--- src/crd_pkg.sv ---
package crd_pkg;

  // loop control modes
  typedef enum logic [2:0] {
    MODE_TIME_PROP_OR_ONOFF       = 3'h0,
    MODE_TIME_CYCLE_OR_ONOFF_CYC  = 3'h1,
    MODE_TIME_DUAL_OR_ONOFF_DUAL  = 3'h2,
    MODE_MOTOR_POSITION           = 3'h3,
    MODE_MULTI_RANGE              = 3'h4
  } crd_mode_t;

  // physical contact a loop output is routed to
  typedef enum logic [2:0] {
    CONTACT_NONE   = 3'h0,
    CONTACT_CTRL1  = 3'h1,
    CONTACT_CTRL2  = 3'h2,
    CONTACT_EVT3   = 3'h3,
    CONTACT_EVT2   = 3'h4,
    CONTACT_ANALOG = 3'h5
  } crd_contact_t;

  // derived calculation per value slot
  typedef enum logic [2:0] {
    CALC_NONE     = 3'h0,
    CALC_CARBON   = 3'h1,
    CALC_DEWPOINT = 3'h2,
    CALC_OXYGEN   = 3'h3,
    CALC_OXIDATION_REDUCTION_VALUE    = 3'h4
  } crd_calc_t;

  // register byte offsets
  localparam logic [3:0] ADDR_CTRL   = 4'h0;
  localparam logic [3:0] ADDR_ROUTE  = 4'h4;
  localparam logic [3:0] ADDR_SWITCH = 4'h8;

  // control register fields
  localparam int CTRL_L1_MODE_LSB = 0;
  localparam int CTRL_L2_MODE_LSB = 3;
  localparam int CTRL_L1_CYC_BIT  = 6;
  localparam int CTRL_AO1_SEL_BIT = 7;
  localparam int CTRL_AO2_SEL_BIT = 8;
  localparam int CTRL_WIDTH       = 9;
  localparam logic [8:0] CTRL_RESET = 9'h000;

  // switch bank 1 fields
  localparam int SW_CALC_LSB = 0;
  localparam int SW_DB_LSB   = 2;

  // deadband in tenths
  localparam logic [7:0] DB_CODE0 = 8'h02;
  localparam logic [7:0] DB_CODE1 = 8'h04;
  localparam logic [7:0] DB_CODE2 = 8'h0A;
  localparam logic [7:0] DB_CODE3 = 8'h14;
  localparam logic [7:0] DB_CODE4 = 8'h22;
  localparam logic [7:0] DB_CODE5 = 8'h34;
  localparam logic [7:0] DB_CODE6 = 8'h4A;

  localparam logic [3:0] MASTER_ADDR = 4'h0;

  localparam logic [1:0] RESP_OKAY   = 2'h0;
  localparam logic [1:0] RESP_SLVERR = 2'h2;

endpackage

--- src/crd_sync2.sv ---
`timescale 1ns/1ps
module crd_sync2 #(
  parameter int WIDTH = 1
) (
  input  wire logic             core_clk_i, // clock
  input  wire logic             rst_n_i,    // sync reset, active low
  input  wire logic [WIDTH-1:0] async_i,    // pin level
  output logic      [WIDTH-1:0] sync_o      // synchronised level
);

  logic [WIDTH-1:0] meta_reg;
  logic [WIDTH-1:0] sync_reg;

  always_ff @(posedge core_clk_i)
  begin
    if (!rst_n_i)
    begin
      meta_reg <= '0;
      sync_reg <= '0;
    end
    else
    begin
      meta_reg <= async_i;
      sync_reg <= meta_reg;
    end
  end

  assign sync_o = sync_reg;

endmodule

--- src/crd_contact_routing_config_decode.sv ---
`timescale 1ns/1ps
// Functional notes
// - event contacts 2/3 become control only when needed
// - loop2 multi-range bipolar after qualifying loop1 modes
// - analog out 1 spans positive loop2 half
// - analog out 2 spans negative loop2 half
// - one loop2-assigned analog output enables split
// - calc switches decode together; both off none
// - switch1 only: carbon slot0, dewpoint slot1
// - switch2 only: oxygen into both slots
// - both switches: oxidation_reduction_value into slot0
// - switches 5,4,3 select slidewire deadband
// - host address binary from four switches
// - address zero reserved for master computer
module crd_contact_routing_config_decode
  import crd_pkg::*;
#(
  parameter logic [7:0] DB_CODE7 = 8'h00
) (
  input  wire logic        core_clk_i,           // 200 MHz clock
  input  wire logic        rst_n_i,              // sync reset, active low
  input  wire logic        s_axi_awvalid,        // write address valid
  output logic             s_axi_awready,        // write address ready
  input  wire logic [3:0]  s_axi_awaddr,         // write address
  input  wire logic        s_axi_wvalid,         // write data valid
  output logic             s_axi_wready,         // write data ready
  input  wire logic [31:0] s_axi_wdata,          // write data
  input  wire logic [3:0]  s_axi_wstrb,          // byte enables
  output logic             s_axi_bvalid,         // write response valid
  input  wire logic        s_axi_bready,         // write response ready
  output logic [1:0]       s_axi_bresp,          // write response
  input  wire logic        s_axi_arvalid,        // read address valid
  output logic             s_axi_arready,        // read address ready
  input  wire logic [3:0]  s_axi_araddr,         // read address
  output logic             s_axi_rvalid,         // read data valid
  input  wire logic        s_axi_rready,         // read data ready
  output logic [31:0]      s_axi_rdata,          // read data
  output logic [1:0]       s_axi_rresp,          // read response
  input  wire logic [7:0]  calc_switch_bank_i,   // switch bank 1, bit0 = switch 1
  input  wire logic [3:0]  addr_switch_bank_i,   // switch bank 2, bit0 = switch 1
  output logic [2:0]       loop1_fwd_contact_o,  // loop 1 forward contact
  output logic [2:0]       loop1_rev_contact_o,  // loop 1 reverse contact
  output logic [2:0]       loop2_fwd_contact_o,  // loop 2 forward contact
  output logic [2:0]       loop2_rev_contact_o,  // loop 2 reverse contact
  output logic             evt2_as_ctrl_o,       // event 2 used for control
  output logic             evt3_as_ctrl_o,       // event 3 used for control
  output logic             loop2_bipolar_o,      // loop 2 spans -100..100
  output logic             ao1_split_pos_o,      // ao1 spans loop2 0..100
  output logic             ao2_split_neg_o,      // ao2 spans loop2 0..-100
  output logic [2:0]       calc_slot0_o,         // slot 0 calculation
  output logic [2:0]       calc_slot1_o,         // slot 1 calculation
  output logic [7:0]       deadband_tenths_o,    // slidewire deadband x10
  output logic [3:0]       host_addr_o,          // host network address
  output logic             host_addr_reserved_o  // address is the master's
);

  logic [7:0] bank1_s;
  logic [3:0] bank2_s;

  crd_sync2 #(.WIDTH(8)) u_sync_bank1 (
    .core_clk_i (core_clk_i),
    .rst_n_i    (rst_n_i),
    .async_i    (calc_switch_bank_i),
    .sync_o     (bank1_s)
  );

  crd_sync2 #(.WIDTH(4)) u_sync_bank2 (
    .core_clk_i (core_clk_i),
    .rst_n_i    (rst_n_i),
    .async_i    (addr_switch_bank_i),
    .sync_o     (bank2_s)
  );

  // register bus
  logic [CTRL_WIDTH-1:0] ctrl_reg;
  logic                  aw_held_reg;
  logic                  w_held_reg;
  logic [3:0]            awaddr_reg;
  logic [31:0]           wdata_reg;
  logic [3:0]            wstrb_reg;
  logic                  do_write;
  logic [31:0]           route_word;
  logic [31:0]           switch_word;

  assign s_axi_awready = !aw_held_reg && !s_axi_bvalid;
  assign s_axi_wready  = !w_held_reg && !s_axi_bvalid;
  assign s_axi_arready = !s_axi_rvalid;
  assign do_write      = aw_held_reg && w_held_reg && !s_axi_bvalid;

  always_ff @(posedge core_clk_i)
  begin
    if (!rst_n_i)
    begin
      aw_held_reg <= 1'b0;
      w_held_reg  <= 1'b0;
      awaddr_reg  <= 4'h0;
      wdata_reg   <= 32'h0000_0000;
      wstrb_reg   <= 4'h0;
    end
    else
    begin
      if (s_axi_awvalid && s_axi_awready)
      begin
        aw_held_reg <= 1'b1;
        awaddr_reg  <= s_axi_awaddr;
      end
      else if (do_write)
        aw_held_reg <= 1'b0;
      if (s_axi_wvalid && s_axi_wready)
      begin
        w_held_reg <= 1'b1;
        wdata_reg  <= s_axi_wdata;
        wstrb_reg  <= s_axi_wstrb;
      end
      else if (do_write)
        w_held_reg <= 1'b0;
    end
  end

  always_ff @(posedge core_clk_i)
  begin
    if (!rst_n_i)
    begin
      ctrl_reg     <= CTRL_RESET;
      s_axi_bvalid <= 1'b0;
      s_axi_bresp  <= RESP_OKAY;
    end
    else if (do_write)
    begin
      s_axi_bvalid <= 1'b1;
      s_axi_bresp  <= (awaddr_reg == ADDR_CTRL) ? RESP_OKAY : RESP_SLVERR;
      if (awaddr_reg == ADDR_CTRL)
      begin
        if (wstrb_reg[0])
          ctrl_reg[7:0] <= wdata_reg[7:0];
        if (wstrb_reg[1])
          ctrl_reg[8] <= wdata_reg[8];
      end
    end
    else if (s_axi_bready)
      s_axi_bvalid <= 1'b0;
  end

  always_ff @(posedge core_clk_i)
  begin
    if (!rst_n_i)
    begin
      s_axi_rvalid <= 1'b0;
      s_axi_rdata  <= 32'h0000_0000;
      s_axi_rresp  <= RESP_OKAY;
    end
    else if (s_axi_arvalid && s_axi_arready)
    begin
      s_axi_rvalid <= 1'b1;
      s_axi_rresp  <= RESP_OKAY;
      case (s_axi_araddr)
        ADDR_CTRL:   s_axi_rdata <= {23'h000000, ctrl_reg};
        ADDR_ROUTE:  s_axi_rdata <= route_word;
        ADDR_SWITCH: s_axi_rdata <= switch_word;
        default:
        begin
          s_axi_rdata <= 32'h0000_0000;
          s_axi_rresp <= RESP_SLVERR;
        end
      endcase
    end
    else if (s_axi_rready)
      s_axi_rvalid <= 1'b0;
  end

  // mode decode
  logic [2:0] l1_mode;
  logic [2:0] l2_mode;
  logic       l1_qualifies;
  logic       l1_bipolar_ok;
  logic       split_on;

  assign l1_mode = ctrl_reg[CTRL_L1_MODE_LSB +: 3];
  assign l2_mode = ctrl_reg[CTRL_L2_MODE_LSB +: 3];
  assign l1_qualifies = (l1_mode == MODE_TIME_PROP_OR_ONOFF)
                     || (l1_mode == MODE_TIME_CYCLE_OR_ONOFF_CYC);
  // cycle group counts only in its on/off-cycle flavour
  assign l1_bipolar_ok = (l1_mode == MODE_TIME_PROP_OR_ONOFF)
                      || ((l1_mode == MODE_TIME_CYCLE_OR_ONOFF_CYC)
                          && ctrl_reg[CTRL_L1_CYC_BIT]);
  assign split_on = (l2_mode == MODE_MULTI_RANGE) && l1_qualifies
                 && (ctrl_reg[CTRL_AO1_SEL_BIT] || ctrl_reg[CTRL_AO2_SEL_BIT]);

  // mode-pair contact lookup
  crd_contact_t r1f;
  crd_contact_t r1r;
  crd_contact_t r2f;
  crd_contact_t r2r;

  always_comb
  begin
    r1f = CONTACT_CTRL1;
    r1r = CONTACT_NONE;
    r2f = CONTACT_NONE;
    r2r = CONTACT_NONE;
    case (l1_mode)
      MODE_TIME_PROP_OR_ONOFF:
        r1r = CONTACT_NONE;
      MODE_TIME_CYCLE_OR_ONOFF_CYC:
        r1r = (l2_mode == MODE_MULTI_RANGE) ? CONTACT_CTRL2 : CONTACT_EVT3;
      MODE_TIME_DUAL_OR_ONOFF_DUAL, MODE_MOTOR_POSITION:
        r1r = CONTACT_CTRL2;
      default:
        r1f = CONTACT_NONE;
    endcase
    case (l2_mode)
      MODE_MULTI_RANGE:
      begin
        if (l1_mode == MODE_TIME_PROP_OR_ONOFF)
        begin
          r2f = CONTACT_ANALOG;
          r2r = CONTACT_CTRL2;
        end
        else if (l1_mode == MODE_TIME_CYCLE_OR_ONOFF_CYC)
        begin
          r2f = CONTACT_EVT3;
          r2r = CONTACT_ANALOG;
        end
        else
        begin
          r2f = CONTACT_ANALOG;
          r2r = CONTACT_ANALOG;
        end
      end
      MODE_TIME_PROP_OR_ONOFF, MODE_TIME_CYCLE_OR_ONOFF_CYC,
      MODE_TIME_DUAL_OR_ONOFF_DUAL, MODE_MOTOR_POSITION:
      begin
        if (l1_mode == MODE_TIME_PROP_OR_ONOFF || l1_mode == MODE_TIME_CYCLE_OR_ONOFF_CYC)
          r2f = CONTACT_CTRL2;
        else
          r2f = CONTACT_EVT3;
        if (l2_mode == MODE_TIME_PROP_OR_ONOFF)
          r2r = CONTACT_NONE;
        else if (l1_mode == MODE_TIME_PROP_OR_ONOFF)
          r2r = CONTACT_EVT3;
        else
          r2r = CONTACT_EVT2;
      end
      default:
      begin
        r2f = CONTACT_NONE;
        r2r = CONTACT_NONE;
      end
    endcase
    if (r1f == CONTACT_NONE)
    begin
      r1r = CONTACT_NONE;
      r2f = CONTACT_NONE;
      r2r = CONTACT_NONE;
    end
  end

  always_ff @(posedge core_clk_i)
  begin
    if (!rst_n_i)
    begin
      loop1_fwd_contact_o <= CONTACT_NONE;
      loop1_rev_contact_o <= CONTACT_NONE;
      loop2_fwd_contact_o <= CONTACT_NONE;
      loop2_rev_contact_o <= CONTACT_NONE;
      evt2_as_ctrl_o      <= 1'b0;
      evt3_as_ctrl_o      <= 1'b0;
    end
    else
    begin
      loop1_fwd_contact_o <= r1f;
      loop1_rev_contact_o <= r1r;
      loop2_fwd_contact_o <= r2f;
      loop2_rev_contact_o <= r2r;
      evt2_as_ctrl_o <= (r1r == CONTACT_EVT2) || (r2f == CONTACT_EVT2)
                     || (r2r == CONTACT_EVT2);
      evt3_as_ctrl_o <= (r1r == CONTACT_EVT3) || (r2f == CONTACT_EVT3)
                     || (r2r == CONTACT_EVT3);
    end
  end

  always_ff @(posedge core_clk_i)
  begin
    if (!rst_n_i)
    begin
      loop2_bipolar_o <= 1'b0;
      ao1_split_pos_o <= 1'b0;
      ao2_split_neg_o <= 1'b0;
    end
    else
    begin
      loop2_bipolar_o <= (l2_mode == MODE_MULTI_RANGE) && l1_bipolar_ok;
      ao1_split_pos_o <= split_on && ctrl_reg[CTRL_AO1_SEL_BIT];
      ao2_split_neg_o <= split_on && ctrl_reg[CTRL_AO2_SEL_BIT];
    end
  end

  // switch decode
  logic [1:0] calc_sel;
  logic [2:0] db_sel;

  assign calc_sel = bank1_s[SW_CALC_LSB +: 2];
  assign db_sel   = bank1_s[SW_DB_LSB +: 3];

  always_ff @(posedge core_clk_i)
  begin
    if (!rst_n_i)
    begin
      calc_slot0_o <= CALC_NONE;
      calc_slot1_o <= CALC_NONE;
    end
    else
    begin
      case (calc_sel)
        2'h1:
        begin
          calc_slot0_o <= CALC_CARBON;
          calc_slot1_o <= CALC_DEWPOINT;
        end
        2'h2:
        begin
          calc_slot0_o <= CALC_OXYGEN;
          calc_slot1_o <= CALC_OXYGEN;
        end
        2'h3:
        begin
          calc_slot0_o <= CALC_OXIDATION_REDUCTION_VALUE;
          calc_slot1_o <= CALC_NONE;
        end
        default:
        begin
          calc_slot0_o <= CALC_NONE;
          calc_slot1_o <= CALC_NONE;
        end
      endcase
    end
  end

  always_ff @(posedge core_clk_i)
  begin
    if (!rst_n_i)
      deadband_tenths_o <= DB_CODE0;
    else
    begin
      case (db_sel)
        3'h0:    deadband_tenths_o <= DB_CODE0;
        3'h1:    deadband_tenths_o <= DB_CODE1;
        3'h2:    deadband_tenths_o <= DB_CODE2;
        3'h3:    deadband_tenths_o <= DB_CODE3;
        3'h4:    deadband_tenths_o <= DB_CODE4;
        3'h5:    deadband_tenths_o <= DB_CODE5;
        3'h6:    deadband_tenths_o <= DB_CODE6;
        default: deadband_tenths_o <= DB_CODE7;
      endcase
    end
  end

  always_ff @(posedge core_clk_i)
  begin
    if (!rst_n_i)
    begin
      host_addr_o          <= MASTER_ADDR;
      host_addr_reserved_o <= 1'b1;
    end
    else
    begin
      host_addr_o          <= bank2_s;
      host_addr_reserved_o <= (bank2_s == MASTER_ADDR);
    end
  end

  assign route_word = {15'h0000, ao2_split_neg_o, ao1_split_pos_o, loop2_bipolar_o,
                       evt3_as_ctrl_o, evt2_as_ctrl_o, loop2_rev_contact_o,
                       loop2_fwd_contact_o, loop1_rev_contact_o, loop1_fwd_contact_o};
  assign switch_word = {11'h000, host_addr_reserved_o, host_addr_o, deadband_tenths_o,
                        2'h0, calc_slot1_o, calc_slot0_o};
endmodule

--- config.mk ---
export PLATFORM = sky130hd
export DESIGN_NAME = crd_contact_routing_config_decode
export DESIGN_NICKNAME = d
export VERILOG_FILES = /design/src/crd_pkg.sv /design/src/crd_sync2.sv /design/src/crd_contact_routing_config_decode.sv
export SDC_FILE = /design/constraint.sdc
export NUM_CORES = 1
export LEC_CHECK = 0
export BUFFER_PORTS_ARGS = -buffer_cell sky130_fd_sc_hd__buf_2
export CAP_MARGIN = 15
export CORE_MARGIN = 2
export CORE_UTILIZATION = 53
export DETAILED_ROUTE_END_ITERATION = 6
export GPL_ROUTABILITY_DRIVEN = 0
export PLACE_DENSITY = 0.8
export SETUP_SLACK_MARGIN = 0.1
export SLEW_MARGIN = 10
export SYNTH_ARGS = -nofsm -noshare
export SYNTH_HDL_FRONTEND = slang
export SYNTH_HIERARCHICAL = 1
export SYNTH_SLANG_ARGS = --single-unit
--- constraint.sdc ---
create_clock -name core_clk_i -period 4 [get_ports core_clk_i]
set_input_delay 0.2 -clock core_clk_i [delete_from_list [all_inputs] [get_ports core_clk_i]]
set_output_delay 0.2 -clock core_clk_i [all_outputs]
set_load 0.01 [all_outputs]
==> impl_metrics.tcl, run 1 <==
set metrics [dict create \
    min_path_cells 2 \
    critPathTopFamily "simple AND/OR/NAND/NOR gates" \
    routed_wirelength_microns 7590 \
    path_cells "nor3b_2 -> mux2i_1 -> nor2b_1" \
    postCtsSetupBuffers 0 \
    clock_latency_ns 0.35 \
    vdd_drop_max_uv 248 \
    crit_buf_inv 0 \
    place_ws_ns 2.23 \
    worst_path_max_delay_cell "nor3b_2" \
    end_kind "flop" \
    powerDensity_nw_per_um2 397 \
    cpPeakStageDelay_ns 0.92 \
    num_rows 30 \
    first_global_vias 2439 \
    hold_viol 0 \
    tritoncts "yes" \
    clockRootBuffer "clkbuf_8" \
    crit_type "flop to flop" \
    drtAntennaViolNets 0 \
    antenna_found_initial 0 \
    grt_pass1_wl_microns 12100 \
    nets 517 \
    status "complete, no violations" \
    required_ns 4.25 \
    cp_data_arrival_time_ns 2.01 \
    period_minus_slack_ns 1.76 \
    drt-initial-drc-count 144 \
    setup_viol 0 \
    cts_made_buffers 9 \
    grt_max_degree 49 \
    drv_cap 0 \
    yosys_warnings 6 \
    holdBufCountCts 0 \
    rr_worst_depth 3 \
    max_freq_mhz 567 \
    netlist_area_sq_um 3780 \
    synthCells 372 \
    core_sq_um 6830 \
    dpl.hpwl_microns 5390 \
    area_growth_pct 15.1 \
    nFillCells 614 \
    die_h_microns 88.5 \
    antenna_cells 0 \
    synth_area_per_cell_sq_um 10.2 \
    worst-path-stages 3 \
    maxSlewHeadroom 0.244 \
    cp-start-kind "flop" \
    p_leak_nw 1.97 \
    drc 0 \
    gr-total-overflow 0 \
    dr_total_vias 2776 \
    largest_reg_flops 21 \
    cts_resized 0 \
    drt-pass1-iter-count 5 \
    layout-drive-gt1-share 0.270 \
    min_path_type "primary input to flop" \
    place_inst 537 \
    fp.dieArea_sq_um 7820 \
    htreeDepth 3 \
    numClockSinks 97 \
    routed_via_density 5.03 \
    wl_per_cell_microns 13.7 \
    ios 140 \
    port_buffers 92 \
    die_w_microns 88.5 \
    min_period_over_period 0.441 \
    start_util 0.553 \
    final_cells 552 \
    fin_worst_skew_ns 0.0105 \
    drv_slew 0 \
    worst_pin_slew_ns 1.13 \
    tns_ns 0 \
    crit_fanout 12 \
    track_usage 0.199 \
    setup_slack_ns 2.24 \
    rsz0062_at_grt "false" \
    clkTransAtPathRegs_ns 0.09 \
    clockBufferDepth 2 \
]
[worst paths after layout]
| path | from | slack, ns | to |
|---|---|---|---|
| worst max-delay path | s_axi_bvalid | 2.24 | wdata_reg[6] |
| worst max register to register | s_axi_bvalid | 2.24 | wdata_reg[6] |
| worst min register to register | u_sync_bank1/sync_o[2] | 0.42 | deadband_tenths_o[3] |
| worst min-delay path | addr_switch_bank_i[2] | 0.04 | u_sync_bank2/meta_reg[2] |
[per-stage QoR]
stage	utilization	instance area, sq um	hold slack [ns]	total power [mW]
after floorplan	-	3850	0.322	1.14
after global placement	0.611	4170	0.399	1.17
after detailed placement	0.611	4170	0.402	1.18
after CTS	0.637	4350	0.0320	1.74
after global routing	0.637	4350	0.0323	1.81
final	0.637	4350	0.0446	1.73
[layout by cell type (no fill, tap or decap), types with 5 or more instances in the layout]
master	count
mux2_2	5
o211ai_1	7
nor2_1	9
buf_2	92
a21oi_1	6
and3b_1	15
nand3_1	10
a32oi_1	5
nor3_1	5
clkbuf_8	11
conb_1	19
and2_1	21
nor2b_1	26
dfxtp_1	97
mux2i_1	24
and2_2	6
inv_1	6
nand2_1	38
a21boi_0	6
a21boi_1	8
[power breakdown]
group | switching, mW | internal, mW | leakage [nW]
Sequential | 0.0177 | 0.995 | 0.791
Combinational | 0.0810 | 0.0610 | 1.09
Clock | 0.316 | 0.257 | 0.0874
[routing by layer]
metal	part of all wire	track usage	vias to the layer above	routed length, microns
met5	0	0	-	0
met4	0.015	0.0785	0	112
met2	0.47	0.312	94	3540
met3	0.061	0.0494	10	461
met1	0.46	0.265	1286	3470
li1	-	-	1386	-
[area by class of cell]
class                   count  area [sq um]  share of cell area
repair buffers             93           468               0.108
well taps                  96           120              0.0276
multi-input cells         245          1620               0.372
flip-flops and latches     97          1940               0.446
inverters                   6          22.5             0.00518
clock buffers              11           151              0.0348
clock inverters             4          28.8             0.00661
No activity file was read; power rests on OpenSTA's default activity.
==> inputs of run 2 (changes only) <==
--- a/config.mk
+++ b/config.mk
@@ -5,13 +5,14 @@
 export SDC_FILE = /design/constraint.sdc
 export NUM_CORES = 1
 export LEC_CHECK = 0
+export ABC_AREA = 1
 export BUFFER_PORTS_ARGS = -buffer_cell sky130_fd_sc_hd__buf_2
 export CAP_MARGIN = 15
 export CORE_MARGIN = 2
-export CORE_UTILIZATION = 53
+export CORE_UTILIZATION = 44
 export DETAILED_ROUTE_END_ITERATION = 6
 export GPL_ROUTABILITY_DRIVEN = 0
-export PLACE_DENSITY = 0.8
+export PLACE_DENSITY = 0.71
 export SETUP_SLACK_MARGIN = 0.1
 export SLEW_MARGIN = 10
 export SYNTH_ARGS = -nofsm -noshare
==> constraint.sdc (replaced) <==
create_clock -name core_clk_i -period 1.4 [get_ports core_clk_i]
set_input_delay 0.07 -clock core_clk_i [delete_from_list [all_inputs] [get_ports core_clk_i]]
set_output_delay 0.07 -clock core_clk_i [all_outputs]
set_load 0.01 [all_outputs]
==> run 2 against run 1 <==
Effect of this change: maximum frequency is 45% higher; critical path type unchanged; final cell count rose by 26%; worst hold slack worse by 0.024 ns; highest routed layer unchanged; first-iteration DRC count is 46% lower.
==> impl_metrics.tcl, run 2 <==
set metrics [dict create \
    cpPeakStageDelay_ns 0.42 \
    grt_pass1_wl_microns 12400 \
    seqCellArea_sq_um 1940 \
    tritoncts "yes" \
    largest_reg_flops 21 \
    max_freq_mhz 822 \
    period_minus_slack_ns 1.22 \
    yosys_warnings 6 \
    r2r_slack_ns 0.18 \
    routed_via_density 4.56 \
    dpl.hpwl_microns 5570 \
    place_ws_ns 0.188 \
    drt-pass1-iter-count 5 \
    ios 140 \
    htreeDepth 3 \
    cp-start-kind "flop" \
    setup_viol 0 \
    first_global_vias 2843 \
    setup_slack_ns 0.184 \
    port_buffers 92 \
    p_comb_frac 0.100 \
    antenna_found_initial 0 \
    worst-path-stages 6 \
    gr-total-overflow 0 \
    switching_share 0.267 \
    clockPowerShare 0.331 \
    rsz0062_at_grt "true" \
    r2r-end "ctrl_reg[4]" \
    status "complete, no violations" \
    multiInputGateArea_sq_um 1300 \
    seqPwrFrac 0.569 \
    wl_per_cell_microns 11.2 \
    critPathTopFamily "simple AND/OR/NAND/NOR gates" \
    fin_area_sq_um 4620 \
    grt_max_degree 30 \
    final_cells 693 \
    track_usage 0.174 \
    tns_ns 0 \
    layout-drive-gt1-share 0.233 \
    die_w_microns 95.6 \
    drv_slew 0 \
    synth_area_per_cell_sq_um 7.93 \
    final_util 0.565 \
    crit_end "ctrl_reg[4]" \
    layout_commonest_cell "dfxtp_1" \
    crit_fanout 16 \
    place_area_sq_um 4190 \
    clockRootBuffer "clkbuf_8" \
    fin_worst_skew_ns 0.0147 \
    crit_buf_inv 1 \
    antenna_cells 0 \
    end_kind "flop" \
    numClockSinks 97 \
    drtAntennaViolNets 0 \
    powerDensity_nw_per_um2 1110 \
    path_cells "nand3_4 -> nor3b_4 -> buf_12 -> nand2_1 -> nand2_1 -> nor2_1" \
    cp_data_arrival_time_ns 1.47 \
    p_leak_nw 2.27 \
    drv_cap 0 \
    worst_path_max_delay_cell "dfxtp_1" \
    hold_viol 0 \
    place_inst 652 \
    area_growth_pct 25.1 \
    worst_r2r_startpoint "aw_held_reg" \
    clock_latency_ns 0.36 \
    core_sq_um 8180 \
    routed_wirelength_microns 7730 \
    netlist_area_sq_um 3690 \
    num_rows 33 \
    clockBufferDepth 2 \
    worstHoldStart "s_axi_wdata[2]" \
    drt-initial-drc-count 78 \
    synthCells 466 \
    mostFrequentLayoutCells "97 x dfxtp_1, 92 x buf_2, 86 x nand2_1" \
    intPower_mw 3.76 \
    p_switching_mw 1.37 \
    min_period_over_period 0.869 \
    required_ns 1.66 \
    dr_total_vias 3159 \
    min_path_type "primary input to flop" \
    nFillCells 793 \
    drc 0 \
    worst_path_most_repeated_cell "nand2_1" \
    rr_worst_depth 6 \
    vdd_drop_max_uv 535 \
    die_h_microns 95.6 \
    clkTransAtPathRegs_ns 0.10 \
    crit_type "flop to flop" \
    nets 648 \
    cts_made_buffers 9 \
    start_util 0.452 \
    setup.worst_path.start "aw_held_reg" \
    fp.dieArea_sq_um 9140 \
]
-- run 2: layer usage --
| layer | vias to the layer above | share of wire | track usage |
|---|---|---|---|
| li1 | 1648 | - | - |
| met1 | 1370 | 0.46 | 0.211 |
| met2 | 123 | 0.45 | 0.286 |
| met3 | 18 | 0.071 | 0.0411 |
| met4 | 0 | 0.026 | 0.0881 |
| met5 | - | 0 | 0 |
-- run 2: worst min-delay path: cells and delay by family --
kind	cells	cell delay, ns
buffers and inverters	1	0.09
AOI/OAI and AO/OA	2	0.18
-- run 2: cell type report --
cell class / count / area share
multi-input combinational: 282 / 0.281
clock buffer: 9 / 0.0268
tap: 105 / 0.0284
sequential: 97 / 0.420
clock inverter: 7 / 0.0130
timing repair buffer: 129 / 0.179
inverter: 64 / 0.0520
-- run 2: how the worst min path moves through the flow --
stage	depth (start not counted)	slack (ns)	to
5_1_grt	3	0.01	s_axi_rvalid
2_1_floorplan	2	0.16	u_sync_bank1/meta_reg[2]
4_1_cts	3	0.002	s_axi_rvalid
3_5_place_dp	3	0.26	u_sync_bank2/meta_reg[1]
6_report	3	0.02	wdata_reg[2]
3_3_place_gp	3	0.25	u_sync_bank2/meta_reg[2]
-- run 2: power by group through the flow --
stage | combinational (mW) | clock (mW) | sequential (mW)
floorplan | 0.330 | 0 | 2.99
global placement | 0.449 | 0 | 2.98
detailed placement | 0.459 | 0 | 2.98
CTS | 0.513 | 1.76 | 2.92
global route | 0.581 | 1.85 | 2.93
finish | 0.512 | 1.70 | 2.92
-- run 2: per-stage QoR --
step	hold slack, ns	power, mW
6_report	0.0205	5.13
5_1_grt	0.0126	5.36
4_1_cts	0.00230	5.19
3_5_place_dp	0.257	3.44
3_3_place_gp	0.251	3.43
2_1_floorplan	0.162	3.32
-- run 2: what timing repair did --
item	4_1_cts	5_1_grt
endpoints found under the setup margin	0	9
setup buffers	0	0
resized for setup	0	1
endpoints found under the hold margin	24	0
hold buffers	25	0
==> inputs of run 3 (changes only) <==
--- a/config.mk
+++ b/config.mk
@@ -8,7 +8,7 @@
 export ABC_AREA = 1
 export BUFFER_PORTS_ARGS = -buffer_cell sky130_fd_sc_hd__buf_2
 export CAP_MARGIN = 15
-export CORE_MARGIN = 2
+export CORE_MARGIN = 1
 export CORE_UTILIZATION = 44
 export DETAILED_ROUTE_END_ITERATION = 6
 export GPL_ROUTABILITY_DRIVEN = 0
==> run 3 against run 2 <==
Effect of this change: critical path depth decreased by 1; clock-buffer cell count unchanged; largest cell class unchanged; highest routed layer unchanged; combinational power decreased by 2%; critical endpoint is now wdata_reg[6].
==> impl_metrics.tcl, run 3 (synthesis gave the netlist of run 2 again) <==
set metrics [dict create \
    grt_pass1_wl_microns 12000 \
    rr_worst_depth 5 \
    max_freq_mhz 825 \
    hold_path_end "s_axi_rvalid" \
    crit_type "flop to flop" \
    wl_per_cell_microns 11.0 \
    drt-pass1-iter-count 4 \
    num_rows 33 \
    cts_made_buffers 9 \
    crit_buf_inv 1 \
    routed_wirelength_microns 7620 \
    largest_reg_flops 21 \
    r2r_slack_ns 0.19 \
    track_usage 0.178 \
    port_buffers 92 \
    required_ns 1.65 \
    p_total_mw 5.12 \
    die_h_microns 93.6 \
    layout-drive-gt1-share 0.232 \
    dpl.hpwl_microns 5450 \
    numClockSinks 97 \
    drv_cap 0 \
    period_minus_slack_ns 1.21 \
    worst_path_max_delay_cell "dfxtp_1" \
    drv_slew 0 \
    clkTransAtPathRegs_ns 0.10 \
    fp.dieArea_sq_um 8760 \
    setup_viol 0 \
    ios 140 \
    clockRootBuffer "clkbuf_8" \
    drt-initial-drc-count 104 \
    worstHoldStart "s_axi_rready" \
    routed_via_density 4.56 \
    postCtsSetupBuffers 0 \
    crit_fanout 22 \
    clock_latency_ns 0.37 \
    end_kind "flop" \
    grt_max_degree 30 \
    cpPeakStageDelay_ns 0.36 \
    cp_data_arrival_time_ns 1.46 \
    place_ws_ns 0.161 \
    gr-total-overflow 0 \
    r2r-end "wdata_reg[6]" \
    hold_ws_ns 0.0142 \
    nets 646 \
    rsz0062_at_grt "true" \
    first_global_vias 2723 \
    core_sq_um 8180 \
    min_period_over_period 0.866 \
    status "complete, no violations" \
    vdd_drop_max_uv 507 \
    drc 0 \
    drtAntennaViolNets 0 \
    antenna_found_initial 0 \
    hold_viol 0 \
    powerDensity_nw_per_um2 1110 \
    fin_worst_skew_ns 0.0149 \
    start_util 0.452 \
    min_path_cells 3 \
    setup_slack_ns 0.187 \
    antenna_cells 0 \
    path_cells "nor2_1 -> nand2_1 -> buf_4 -> o21ai_0 -> a21oi_1" \
    clockBufferDepth 2 \
    final_util 0.562 \
    die_w_microns 93.6 \
    dr_total_vias 3151 \
    worst_r2r_startpoint "w_held_reg" \
    htreeDepth 3 \
    tns_ns 0 \
    mostFrequentLayoutCells "97 x dfxtp_1, 92 x buf_2, 86 x nand2_1" \
    min_path_type "primary input to flop" \
    cp-start-kind "flop" \
    layout_commonest_cell "dfxtp_1" \
    setup.worst_path.start "w_held_reg" \
    tritoncts "yes" \
    area_growth_pct 24.5 \
    critPathTopFamily "flip-flops" \
    p_leak_nw 2.25 \
]
[run 3: cell count changes in the layout (fill, tap and decap cells not counted)]
cell | previous run | this run
nor2_1 | 46 | 45
clkinvlp_4 | 1 | 2
inv_8 | 0 | 1
nor2_2 | 6 | 7
buf_12 | 2 | 1
inv_6 | 5 | 3
buf_4 | 10 | 9
[run 3: area by class of cell]
cell class / count / area [sq um]
Clock buffer: 9 / 124
Tap cell: 105 / 131
Fill cell: 779 / 3580
Inverter: 64 / 240
Clock inverter: 7 / 61.3
Sequential cell: 97 / 1940
Timing Repair Buffer: 127 / 798
Multi-Input combinational cell: 282 / 1300
[run 3: worst max path at each step]
stage                       to  cells past startpoint
4_1_cts         evt3_as_ctrl_o                      6
3_5_place_dp    evt3_as_ctrl_o                      6
3_3_place_gp    evt3_as_ctrl_o                      6
2_1_floorplan  s_axi_rdata[10]                      7
6_report          wdata_reg[6]                      5
5_1_grt            ctrl_reg[0]                      7
[run 3: what timing repair did]
action                     4_1_cts  5_1_grt
hold buffers                    25        0
hold endpoints to repair        24        0
resized for setup                0        2
setup endpoints to repair        0        5
[run 3: through the flow]
stage          area [sq um]  cells
2_1_floorplan          3760    484
3_3_place_gp           4160    650
3_5_place_dp           4160    650
4_1_cts                4590    691
5_1_grt                4600    691
6_report               4600    691
[run 3: worst register-to-register path, delay by kind of cell (launching register included)]
kind / cells / cell delay, ns
buffers and inverters: 1 / 0.20
AND/OR/NAND/NOR: 2 / 0.26
flip-flops: 1 / 0.36
AO/OA/AOI/OAI: 2 / 0.28
[run 3: per-layer routing]
layer / wire length [microns] / up-vias / global-route usage
li1: - / 1636 / -
met1: 3470 / 1376 / 0.218
met2: 3410 / 128 / 0.297
met3: 591 / 11 / 0.0398
met4: 138 / 0 / 0.0782
met5: 0 / - / 0
[run 3: power by group]
| group | internal (mW) | switching, mW | leakage [nW] | total (mW) |
|---|---|---|---|---|
| logic | 0.208 | 0.294 | 1.37 | 0.502 |
| registers | 2.86 | 0.0538 | 0.793 | 2.92 |
| clock network | 0.679 | 1.02 | 0.0888 | 1.70 |
| total | 3.75 | 1.37 | 2.25 | 5.12 |
